File: src/pkg/pin_cfg_map.svh
// Register offsets, field positions, reset values and timing counts for the pin configuration block
`ifndef PIN_CFG_MAP_SVH
`define PIN_CFG_MAP_SVH

`define PIN_CFG_OFFSET       8'h88
`define PIN_CFG_LED_LSB      28
`define PIN_CFG_POL_LSB      24
`define PIN_CFG_ROMSEL_LSB   20
`define PIN_CFG_DRIVE_LSB    16
`define PIN_CFG_DIR_LSB      8
`define PIN_CFG_OUTONLY_LSB  3
`define PIN_CFG_VALUE_LSB    0
`define PIN_CFG_RESET        32'h0000_0000
`define PIN_CFG_WRITE_MASK   32'h7777_071f
`define PIN_IRQ_MIN_NS       40
`define CLK_PERIOD_NS        100
// Longer than the least time: floor(ns / period) + 1 cycles
`define PIN_IRQ_MIN_CYCLES   ((`PIN_IRQ_MIN_NS / `CLK_PERIOD_NS) + 1)

`endif

File: src/pkg/pin_cfg_pkg.sv
// Types for the pin configuration block
package pin_cfg_pkg;

	typedef enum logic [2:0] {
		ROM_SEL_ROM      = 3'h0,
		ROM_SEL_OUTONLY  = 3'h1,
		ROM_SEL_RSVD_A   = 3'h2,
		ROM_SEL_OUT_RXDV = 3'h3,
		ROM_SEL_RSVD_B   = 3'h4,
		ROM_SEL_TXEN_OUT = 3'h5,
		ROM_SEL_TXEN_RX  = 3'h6,
		ROM_SEL_CLKS     = 3'h7
	} rom_sel_t;

	typedef enum logic [1:0] {
		BUS_IDLE,
		BUS_WRITE,
		BUS_READ
	} bus_phase_t;

endpackage : pin_cfg_pkg

File: src/design/gpio_led_pin_config.sv
// AHB-Lite slave holding the pin function register, pin muxing and level interrupt qualification
//
// Functional notes
// - LED select bit makes pin an LED
// - Polarity bit chooses active interrupt level
// - Interrupt only when pin enable also set
// - Level must persist beyond 40 ns
// - Select field routes serial memory pins
// - Drive type: push-pull or open-drain
// - Direction bit makes pin an output
// - Output-only pins show written value
// - Output pins drive written data bit
// - Data read returns sampled pin state
// - Select code table for memory pins
//
// Implementation choice: register access over AHB-Lite.
`timescale 1ns/1ps
`default_nettype none
`include "pin_cfg_map.svh"

module gpio_led_pin_config #(
	parameter int NUM_PINS = 3
) (
	// Clock and reset
	input  wire logic        hclk,
	input  wire logic        hresetn,
	// AHB-Lite slave
	input  wire logic        hsel,
	input  wire logic [31:0] haddr,
	input  wire logic [1:0]  htrans,
	input  wire logic        hwrite,
	input  wire logic [2:0]  hsize,
	input  wire logic [31:0] hwdata,
	input  wire logic        hready,
	output logic      [31:0] hrdata,
	output logic             hreadyout,
	output logic             hresp,
	// Shared GPIO and LED pins
	input  wire logic [2:0]  gpio_in,
	output logic      [2:0]  gpio_out,
	output logic      [2:0]  gpio_oe,
	input  wire logic [2:0]  led_drive,
	// Interrupt enables and qualified events
	input  wire logic [2:0]  pin_irq_enable,
	output logic      [2:0]  pin_irq_event,
	// Internal sources for the serial memory pins
	input  wire logic        rom_data_out,
	input  wire logic        rom_data_oe,
	input  wire logic        rom_clock_out,
	input  wire logic        mac_tx_en,
	input  wire logic        mac_tx_clk,
	input  wire logic        phy_rx_dv,
	input  wire logic        phy_rx_clk,
	// Serial memory pins
	input  wire logic        rom_data_pin_in,
	output logic             rom_data_pin_out,
	output logic             rom_data_pin_oe,
	output logic             rom_clock_pin_out,
	output logic             rom_clock_pin_oe,
	output logic             rom_data_in,
	// Output-only pins
	output logic             output_only_pin_a,
	output logic             output_only_pin_b
);

	if (NUM_PINS != 3) begin : g_bad_pins
		$error("gpio_led_pin_config: only three shared pins are supported");
	end

	localparam logic [1:0] HTRANS_NONSEQ = 2'h2;
	localparam logic [1:0] HTRANS_SEQ    = 2'h3;
	localparam logic [2:0] HSIZE_WORD    = 3'h2;

	//==========================================================
	// Input synchronisers and level qualifiers
	logic [2:0] pin_sync;
	logic [2:0] level_hit;
	logic [2:0] polarity;

	genvar gi;
	generate
		for (gi = 0; gi < 3; gi++) begin : g_pin
			level_qualifier #(
				.MIN_CYCLES (`PIN_IRQ_MIN_CYCLES)
			) u_lq (
				.hclk      (hclk),
				.hresetn   (hresetn),
				.pin_raw   (gpio_in[gi]),
				.polarity  (polarity[gi]),
				.pin_sync  (pin_sync[gi]),
				.level_hit (level_hit[gi])
			);
		end
	endgenerate

	//==========================================================
	// State
	typedef struct packed {
		logic [31:0]            cfg;
		pin_cfg_pkg::bus_phase_t phase;
		logic [31:0]            rdata;
		logic [2:0]             gp_out;
		logic [2:0]             gp_oe;
		logic [2:0]             irq;
		logic                   rd_out;
		logic                   rd_oe;
		logic                   rc_out;
		logic                   rc_oe;
		logic                   rom_in;
		logic                   meta_rom;
		logic                   sync_rom;
	} top_state_t;

	top_state_t st;
	top_state_t next_st;

	logic [2:0]            led_sel;
	logic [2:0]            drive_type;
	logic [2:0]            direction;
	logic [2:0]            pin_value;
	logic [1:0]            output_only_value;
	pin_cfg_pkg::rom_sel_t serial_rom_pin_select;
	logic                  addr_hit;
	logic                  req;
	logic [2:0]            drv;

	assign led_sel               = st.cfg[`PIN_CFG_LED_LSB +: 3];
	assign polarity              = st.cfg[`PIN_CFG_POL_LSB +: 3];
	assign serial_rom_pin_select = pin_cfg_pkg::rom_sel_t'(st.cfg[`PIN_CFG_ROMSEL_LSB +: 3]);
	assign drive_type            = st.cfg[`PIN_CFG_DRIVE_LSB +: 3];
	assign direction             = st.cfg[`PIN_CFG_DIR_LSB +: 3];
	assign output_only_value     = st.cfg[`PIN_CFG_OUTONLY_LSB +: 2];
	assign pin_value             = st.cfg[`PIN_CFG_VALUE_LSB +: 3];
	assign req      = hsel && hready && (htrans == HTRANS_NONSEQ || htrans == HTRANS_SEQ);
	assign addr_hit = (haddr[7:0] == `PIN_CFG_OFFSET) && (haddr[31:8] == 24'h000000)
		&& (hsize == HSIZE_WORD);

	//==========================================================
	// Next state
	always_comb begin
		next_st          = st;
		drv              = 3'h0;
		next_st.meta_rom = rom_data_pin_in;
		next_st.sync_rom = st.meta_rom;
		next_st.rom_in   = st.sync_rom;

		if (st.phase == pin_cfg_pkg::BUS_WRITE) begin
			next_st.cfg = hwdata & `PIN_CFG_WRITE_MASK;
		end
		next_st.phase = pin_cfg_pkg::BUS_IDLE;
		if (req && addr_hit) begin
			next_st.phase = hwrite ? pin_cfg_pkg::BUS_WRITE : pin_cfg_pkg::BUS_READ;
		end
		next_st.rdata = 32'h0000_0000;
		if (req && addr_hit && !hwrite) begin
			next_st.rdata = next_st.cfg;
			next_st.rdata[`PIN_CFG_VALUE_LSB +: 3] = pin_sync;
		end

		for (int i = 0; i < 3; i++) begin
			if (led_sel[i]) begin
				drv[i] = led_drive[i];
				next_st.gp_oe[i] = 1'b1;
			end else begin
				drv[i] = pin_value[i];
				next_st.gp_oe[i] = direction[i];
			end
			if (drive_type[i] || led_sel[i]) begin
				next_st.gp_out[i] = drv[i];
			end else begin
				next_st.gp_out[i] = 1'b0;
				next_st.gp_oe[i]  = next_st.gp_oe[i] && !drv[i];
			end
			next_st.irq[i] = level_hit[i] && pin_irq_enable[i] && !led_sel[i];
		end

		next_st.rd_out = 1'b0;
		next_st.rd_oe  = 1'b0;
		next_st.rc_out = 1'b0;
		next_st.rc_oe  = 1'b0;
		unique case (serial_rom_pin_select)
			pin_cfg_pkg::ROM_SEL_ROM: begin
				next_st.rd_out = rom_data_out;
				next_st.rd_oe  = rom_data_oe;
				next_st.rc_out = rom_clock_out;
				next_st.rc_oe  = 1'b1;
			end
			pin_cfg_pkg::ROM_SEL_OUTONLY: begin
				next_st.rd_out = output_only_value[0];
				next_st.rd_oe  = 1'b1;
				next_st.rc_out = output_only_value[1];
				next_st.rc_oe  = 1'b1;
			end
			pin_cfg_pkg::ROM_SEL_OUT_RXDV: begin
				next_st.rd_out = output_only_value[0];
				next_st.rd_oe  = 1'b1;
				next_st.rc_out = phy_rx_dv;
				next_st.rc_oe  = 1'b1;
			end
			pin_cfg_pkg::ROM_SEL_TXEN_OUT: begin
				next_st.rd_out = mac_tx_en;
				next_st.rd_oe  = 1'b1;
				next_st.rc_out = output_only_value[1];
				next_st.rc_oe  = 1'b1;
			end
			pin_cfg_pkg::ROM_SEL_TXEN_RX: begin
				next_st.rd_out = mac_tx_en;
				next_st.rd_oe  = 1'b1;
				next_st.rc_out = phy_rx_dv;
				next_st.rc_oe  = 1'b1;
			end
			pin_cfg_pkg::ROM_SEL_CLKS: begin
				next_st.rd_out = mac_tx_clk;
				next_st.rd_oe  = 1'b1;
				next_st.rc_out = phy_rx_clk;
				next_st.rc_oe  = 1'b1;
			end
			// Reserved codes leave both pins undriven; software avoids them
			default: begin
				next_st.rd_oe = 1'b0;
			end
		endcase
	end

	always_ff @(posedge hclk or negedge hresetn) begin
		if (!hresetn) begin
			st       <= '0;
			st.cfg   <= `PIN_CFG_RESET;
			st.phase <= pin_cfg_pkg::BUS_IDLE;
		end else begin
			st <= next_st;
		end
	end

	//==========================================================
	// Outputs
	assign hrdata            = st.rdata;
	assign hreadyout         = 1'b1;
	assign hresp             = 1'b0;
	assign gpio_out          = st.gp_out;
	assign gpio_oe           = st.gp_oe;
	assign pin_irq_event     = st.irq;
	assign rom_data_pin_out  = st.rd_out;
	assign rom_data_pin_oe   = st.rd_oe;
	assign rom_clock_pin_out = st.rc_out;
	assign rom_clock_pin_oe  = st.rc_oe;
	assign rom_data_in       = st.rom_in;
	assign output_only_pin_a = st.cfg[`PIN_CFG_OUTONLY_LSB];
	assign output_only_pin_b = st.cfg[`PIN_CFG_OUTONLY_LSB + 1];

	//==========================================================
	// Assertions
	AST_LED_OE: assert property (@(posedge hclk) disable iff (!hresetn)
		$past(led_sel[0]) |-> gpio_oe[0])
		else $error("LED pin not driven");
	AST_IRQ_NEEDS_EN: assert property (@(posedge hclk) disable iff (!hresetn)
		pin_irq_event[1] |-> $past(pin_irq_enable[1]))
		else $error("Interrupt without enable");
	AST_IRQ_LEVEL: assert property (@(posedge hclk) disable iff (!hresetn)
		pin_irq_event[0] |-> $past(pin_sync[0] == polarity[0], 2))
		else $error("Interrupt on wrong level");
	AST_IRQ_DURATION: assert property (@(posedge hclk) disable iff (!hresetn)
		$rose(pin_irq_event[2]) |-> $past(pin_sync[2] == polarity[2], 3))
		else $error("Interrupt level too short");
	AST_OPEN_DRAIN: assert property (@(posedge hclk) disable iff (!hresetn)
		(gpio_oe[0] && !$past(drive_type[0] || led_sel[0])) |-> !gpio_out[0])
		else $error("Open drain drove high");
	AST_DIR_INPUT: assert property (@(posedge hclk) disable iff (!hresetn)
		$past(!direction[1] && !led_sel[1]) |-> !gpio_oe[1])
		else $error("Input pin driven");
	AST_OUT_ONLY: assert property (@(posedge hclk) disable iff (!hresetn)
		output_only_pin_a == ($past(st.phase == pin_cfg_pkg::BUS_WRITE)
		? $past(hwdata[`PIN_CFG_OUTONLY_LSB]) : $past(output_only_pin_a)))
		else $error("Output-only pin differs from written value");
	AST_OUT_DATA: assert property (@(posedge hclk) disable iff (!hresetn)
		$past(direction[2] && drive_type[2] && !led_sel[2]) |-> gpio_out[2] == $past(pin_value[2]))
		else $error("Output pin value wrong");
	AST_ROM_SEL: assert property (@(posedge hclk) disable iff (!hresetn)
		$past(serial_rom_pin_select == pin_cfg_pkg::ROM_SEL_OUTONLY)
		|-> rom_clock_pin_out == $past(output_only_value[1]))
		else $error("Serial memory clock pin misrouted");
	AST_READ_PIN: assert property (@(posedge hclk) disable iff (!hresetn)
		(req && addr_hit && !hwrite) |=> hrdata[0] == $past(pin_sync[0]))
		else $error("Read data not sampled pin");
	COV_WRITE: cover property (@(posedge hclk) disable iff (!hresetn)
		st.phase == pin_cfg_pkg::BUS_WRITE);
	COV_READ: cover property (@(posedge hclk) disable iff (!hresetn)
		st.phase == pin_cfg_pkg::BUS_READ);
	COV_IRQ: cover property (@(posedge hclk) disable iff (!hresetn) pin_irq_event != 3'h0);
	COV_LED: cover property (@(posedge hclk) disable iff (!hresetn) led_sel != 3'h0);

endmodule : gpio_led_pin_config

`default_nettype wire

File: src/design/level_qualifier.sv
// Two-stage synchroniser followed by a level-duration qualifier for one pin
`timescale 1ns/1ps
`default_nettype none

module level_qualifier #(
	parameter int MIN_CYCLES = 1
) (
	// Clock and reset
	input  wire logic hclk,
	input  wire logic hresetn,
	// Pin and control
	input  wire logic pin_raw,
	input  wire logic polarity,
	// Results
	output logic      pin_sync,
	output logic      level_hit
);

	if (MIN_CYCLES < 1 || MIN_CYCLES > 255) begin : g_bad_min
		$error("level_qualifier: MIN_CYCLES out of range");
	end

	typedef struct packed {
		logic       meta;
		logic       sync;
		logic [7:0] count;
		logic       hit;
	} lq_state_t;

	lq_state_t st;
	lq_state_t next_st;

	always_comb begin
		next_st      = st;
		next_st.meta = pin_raw;
		next_st.sync = st.meta;
		next_st.hit  = 1'b0;
		if (st.sync == polarity) begin
			if (st.count >= 8'(MIN_CYCLES)) begin
				next_st.hit = 1'b1;
			end else begin
				next_st.count = st.count + 8'h01;
			end
		end else begin
			next_st.count = 8'h00;
		end
	end

	always_ff @(posedge hclk or negedge hresetn) begin
		if (!hresetn) begin
			st <= '0;
		end else begin
			st <= next_st;
		end
	end

	assign pin_sync  = st.sync;
	assign level_hit = st.hit;

endmodule : level_qualifier

`default_nettype wire

File: config.mk
export PLATFORM = sky130hd
export DESIGN_NAME = gpio_led_pin_config
export DESIGN_NICKNAME = d
export VERILOG_FILES = /design/src/pkg/pin_cfg_pkg.sv /design/src/design/gpio_led_pin_config.sv /design/src/design/level_qualifier.sv
export VERILOG_INCLUDE_DIRS = /design/src /design/src/pkg
export SDC_FILE = /design/constraint.sdc
export NUM_CORES = 1
export LEC_CHECK = 0
export BUFFER_PORTS_ARGS = -buffer_cell sky130_fd_sc_hd__buf_4
export CORE_UTILIZATION = 25
export DETAILED_ROUTE_END_ITERATION = 16
export PLACE_DENSITY = 0.42
export SLEW_MARGIN = 20
export SYNTH_ARGS = -nofsm -noshare
export SYNTH_HDL_FRONTEND = slang
export SYNTH_HIERARCHICAL = 1
export SYNTH_SLANG_ARGS = --single-unit
File: constraint.sdc
create_clock -name hclk -period 2.24 [get_ports hclk]
set_clock_uncertainty 0.05 [all_clocks]
set_input_delay 0.336 -clock hclk [delete_from_list [all_inputs] [get_ports hclk]]
set_output_delay 0.336 -clock hclk [all_outputs]
set_load 0.01 [all_outputs]
==> run summary, run 1 <==
Synthesized Nets = 519
Sw Share = 22.7%
Rel. slew slack = 55.1%
Nets = 611
# Max-Cap Violations = 0
Setup-failing EPs final = 0
Drt pass-1 iters = 4
Part of the power in combinational logic = 10.5%
Clk pwr share = 49.9%
PD cells = 825 nW/µm²
# DRC = 0
Required time of the critical path = 2490 ps
Clock Sinks = 115
CP Class = primary input to register
Commonest non-fill, non-tap cell in the layout = buf_4
Clk_lat worst skew = 410 ps
Total gr overflow = 0
IO Port Bufs = 125
Tot GR Track Use = 10.8%
Outcome = complete, no violations
First DRT Iteration DRCs = 115
Area grow syn2layout = 31.3%
Min Tclk post-route = 1780 ps
P_sw = 1.28 mW
Maximum VDD drop = 0.496 mV
Avg Inst Size Synth = 12.4 µm²
Antenna violations before repair = 0
Most used DFF post-synth = dfrtp_1
Fillers = 2057
Vias per cell = 3.96
Leak Pwr = 3.28 nW
Routed len/inst = 13.4 µm
Async SR Flop Fraction = 100%
Core ar. = 20300 µm²
Die ar. = 21300 µm²
Final core occ = 33.5%
Synthesized instance count = 419
Most frequent cells in the layout = buf_4, dfrtp_1, nand2_1, and2_1, nor4b_4
Number of buffers created by CTS = 17
Pint = 4.34 mW
Multi-input logic area = 1820 µm²
Final hold slack = 68.3 ps
Vias post-DR = 3141
Clk root buf = clkbuf_16
Crit end category = register
RSZ-0062 raised after global routing = false
N_diodes = 0
CTS clk-pin slew, worst paths = 60 ps
Worst Tran Pin Value = 674 ps
Post-synth EDFFs = 0
Synthesis Warnings = 6
Mapped Area = 5190 µm²
Htree depth = 4
Largest net degree at the start of global routing = 116
Distinct cells, synth = 36
Slew Limit Fails = 0
DRT antenna net count = 0
CP Max Fanout = 15
Power consumption = 5.62 mW
Clock buffer depth = 2
DIE WIDTH = 146 µm
#FFs+latches synth = 115
Die Y = 146 µm
Hold Path Class = primary input to register
Worst Setup SP = haddr[18]
Period utilisation layout = 79.5%
FP Rows = 52
Layout cell share with drive strength beyond 1 = 38.5%
Flop pwr share = 39.6%
Gpl congestion = 0.698
Critical Path Source Type = primary input
CTS tree = built
Initial Utilization = 25.5%
IO Pins = 141
Crit path DAT = 2030 ps
Storage cell area = 2880 µm²
Total Wirelength = 10700 µm
Fin. Hold Viols = 0
Min-delay src = rom_data_oe
First-pass GRT wire length = 17500 µm
HPWL Detailed = 7180 µm
Register area share after synthesis = 55.5%
Reg2Reg Launch Point = st[49]$_DFF_PN0_
Fmax achieved = 561 MHz
Vias in the first global route = 3398
[cells in the mapped netlist, drive strengths merged (5+ instances only)]
master | n | area share [%]
and2 | 30 | 3.6
buf | 55 | 8.1
clkbuf | 10 | 0.72
dfrtp | 115 | 55
ha | 9 | 2.2
inv | 10 | 0.72
mux2i | 6 | 1.2
nand2 | 95 | 6.9
nand2b | 5 | 0.60
nor2 | 7 | 0.51
nor4 | 11 | 2.1
nor4b | 34 | 13
o21ai | 6 | 0.58
[per-layer routing]
metal	track usage, %	share of wire, %	wire length (µm)	up-vias
li1	-	-	-	1523
met1	12.9	43	4620	1501
met2	16.9	48	5130	105
met3	4.59	7.1	753	12
met4	4.84	1.6	176	0
met5	0	0	0	-
[cell families (layout without fill, tap and decap cells)]
family                     Yosys count  count (layout)  share of synthesized area (%)
buffers and inverters               75             180                           9.53
muxes                                7               7                           1.38
and+or+nand+nor                    191             191                           28.3
AOI/OAI and AO/OA                   15              15                           1.76
xor gates and xnor gates             5               5                           1.28
DFF                                115             115                           55.5
other                                2               2                          0.145
adders and majority gates            9               9                           2.17
[flip-flops by register name (all words and copies together) (netlist names), 3 cells and up]
signal / cells
hrdata: 32
g_pin.u_lq/st: 24
st: 14
direction: 3
drive_type: 3
g_pin.u_lq/level_hit: 3
g_pin.u_lq/next_st: 3
g_pin.u_lq/pin_sync: 3
gpio_oe: 3
gpio_out: 3
led_sel: 3
pin_irq_event: 3
pin_value: 3
polarity: 3
serial_rom_pin_select: 3
[worst max-delay path, cell delays in order]
cell and delay [ps]:
buf_4 110, nor4_1 320, nand4_1 140, or4_4 610, buf_12 200, nor4b_1 310
[through the flow]
step	setup TNS [ps]	setup slack [ps]	instances	area (µm²)
2_1_floorplan	0	316	419	5190
3_3_place_gp	0	59.1	757	6150
3_5_place_dp	-11.4	-11.4	757	6150
4_1_cts	0	411	794	6810
5_1_grt	0	288	794	6810
6_report	0	458	794	6810
[worst paths after layout]
kind / to / slack, ps / cells after the start
max in group asynchronous: st[65]$_DFF_PN0_ / 1120 / 3
worst max-delay path: hrdata[4]$_DFF_PN0_ / 460 / 6
worst max register to register: hrdata[5]$_DFF_PN0_ / 750 / 4
min in group asynchronous: next_st[2]$_DFF_PN0_ / 470 / 3
worst min register to register: next_st[2]$_DFF_PN0_ / 300 / 0
worst min-delay path: rom_data_pin_oe$_DFF_PN0_ / 70 / 3
[timing repair]
| item | in CTS | in global routing |
|---|---|---|
| hold buffers | 5 | 0 |
| endpoints found under the hold margin | 8 | 0 |
| buffers inserted | 0 | 0 |
| resized for setup | 0 | 0 |
[area by class of cell]
type | instances | share of cell area [%]
repair buffers | 138 | 16.5
flip-flops and latches | 115 | 42.3
well taps | 270 | 4.96
multi-input cells | 229 | 26.7
clock inverters | 10 | 2.30
inverters | 10 | 0.551
clock buffers | 22 | 6.67
[power by group through the flow]
| stage | combinational, mW | sequential (mW) | clock [mW] |
|---|---|---|---|
| finish | 0.591 | 2.22 | 2.80 |
| global route | 0.678 | 2.23 | 2.99 |
| CTS | 0.608 | 2.22 | 2.88 |
| detailed placement | 0.601 | 2.26 | 0 |
| global placement | 0.576 | 2.26 | 0 |
| floorplan | 0.363 | 2.25 | 0 |
No activity file was read; power rests on OpenSTA's default activity.
==> run 2, diff against run 1 <==
PLACE_DENSITY = 0.44   (was 0.42)
clock period = 1.4 ns   (was 2.24 ns; I/O delays follow)
==> run summary, run 2 (synthesized netlist as in run 1, its figures left out) <==
Number of buffers created by CTS = 17
Initial Utilization = 25.5%
Leak Pwr = 3.47 nW
DIE WIDTH = 146 µm
FP Rows = 52
Fmax achieved = 650 MHz
Reg2Reg Launch Point = g_pin[1].u_lq/st[1]$_DFFE_PN0P_
Htree depth = 4
Total gr overflow = 0
Hold Path End = rom_data_pin_out$_DFF_PN0_
Dpl ws = -622 ps
Routed len/inst = 13.5 µm
Clk_lat worst skew = 400 ps
First DRT Iteration DRCs = 93
Outcome = finished, violations left
DRT antenna net count = 0
Storage cell area = 2880 µm²
Flop pwr share = 39.6%
IO Pins = 141
CP Max Fanout = 19
Maximum VDD drop = 0.614 mV
CTS clk-pin slew, worst paths = 50 ps
Die Y = 146 µm
Drt pass-1 iters = 4
Reg2reg setup slack = 60 ps
Sw Share = 22.7%
Vias per cell = 4.01
Clock Sinks = 115
Clk pwr share = 45.9%
Clk root buf = clkbuf_16
Vias in the first global route = 3699
CTS tree = built
Critical Path Source Type = primary input
Area grow syn2layout = 39.8%
Number of flip-flops under the largest register name = 32
Die ar. = 21300 µm²
Nets = 649
Hold Path Class = primary input to register
Cell count after placement = 765
Setup TNS = -3130 ps
Antenna violations before repair = 0
N_diodes = 0
Largest net degree at the start of global routing = 51
Required time of the critical path = 1660 ps
Commonest non-fill, non-tap cell in the layout = buf_4
PD cells = 1240 nW/µm²
Crit end category = register
Multi-input logic area = 1950 µm²
Min-delay src = mac_tx_en
Fillers = 2012
Slew Limit Fails = 0
Total Wirelength = 11200 µm
IO Port Bufs = 125
CP Class = primary input to register
Layout cell share with drive strength beyond 1 = 41.4%
Clock buffer depth = 2
Post-Layout Cell Count = 830
Reg2reg end = g_pin[1].u_lq/level_hit$_DFF_PN0_
Crit path DAT = 1790 ps
Part of the power in combinational logic = 14.5%
Final worst slack = -138 ps
Core ar. = 20300 µm²
# DRC = 0
Min Tclk post-route = 1540 ps
Period utilisation layout = 110%
Setup-failing EPs final = 33
# Max-Cap Violations = 0
R2R depth = 4
RSZ-0062 raised after global routing = true
Tot GR Track Use = 11.7%
Cells on Worst Hold Path = 3
Failing checks = setup timing
P_sw = 2.05 mW
Pint = 6.97 mW
Vias post-DR = 3331
Power consumption = 9.02 mW
Gpl congestion = 0.694
Most frequent cells in the layout = buf_4, dfrtp_1, nand2_1, and2_1, dlygate4sd3_1
HPWL Detailed = 7860 µm
Fin. Hold Viols = 0
Final hold slack = 36.1 ps
First-pass GRT wire length = 19100 µm
[run 2: cell count changes in the layout (fill, tap and decap cells not counted), moves of 4 or more]
| cell | change |
|---|---|
| inv_2 | +4 |
| nor4_1 | -4 |
| inv_1 | -4 |
| buf_4 | +10 |
| dlygate4sd3_1 | +25 |
| buf_6 | +4 |
[run 2: worst max-delay path by stage]
stage	startpoint	endpoint	slack (ps)
2_1_floorplan	haddr[1]	hrdata[10]$_DFF_PN0_	-400
3_3_place_gp	haddr[1]	hrdata[8]$_DFF_PN0_	-560
3_5_place_dp	haddr[18]	hrdata[3]$_DFF_PN0_	-620
4_1_cts	haddr[1]	hrdata[8]$_DFF_PN0_	-110
5_1_grt	haddr[31]	hrdata[27]$_DFF_PN0_	-160
6_report	haddr[1]	hrdata[8]$_DFF_PN0_	-140
[run 2: layer usage]
layer | GRT usage, % | up-vias | share of wire, %
met2 | 19.1 | 116 | 49
met4 | 4.74 | 0 | 1.7
met1 | 14.1 | 1604 | 43
met3 | 4.16 | 11 | 6.6
met5 | 0 | - | 0
li1 | - | 1600 | -
[run 2: area by class of cell]
cell class                 count  area share (%)
clock buffer                  25            6.83
clock inverter                 5            1.04
inverter                      10           0.518
multi-input combinational    229            26.9
sequential                   115            39.7
tap                          270            4.66
timing repair buffer         176            20.3
[run 2: through the flow]
stage	instance area, µm²	utilization [%]
finish	7250	35.7
global route	7250	35.7
CTS	7140	35.2
floorplan	5190	-
detailed placement	6190	30.5
global placement	6190	30.5
[run 2: what timing repair did]
item | in CTS | in global routing
hold buffers | 30 | 0
gates resized for setup | 12 | 19
endpoints found under the hold margin | 144 | 0
pin swaps | 6 | 6
buffers inserted | 3 | 2
setup endpoints to repair | 38 | 45
[run 2: power groups by stage]
stage | combinational [mW] | clock (mW) | sequential (mW)
CTS | 1.14 | 4.27 | 3.55
floorplan | 0.580 | 0 | 3.59
detailed placement | 0.975 | 0 | 3.62
global placement | 0.935 | 0 | 3.61
global route | 1.48 | 4.45 | 3.58
finish | 1.31 | 4.14 | 3.57
[run 2: critical path, stage by stage]
cell	delay, ps
buf_6	90
or4_4	520
or4_4	490
buf_12	220
nor4b_4	260
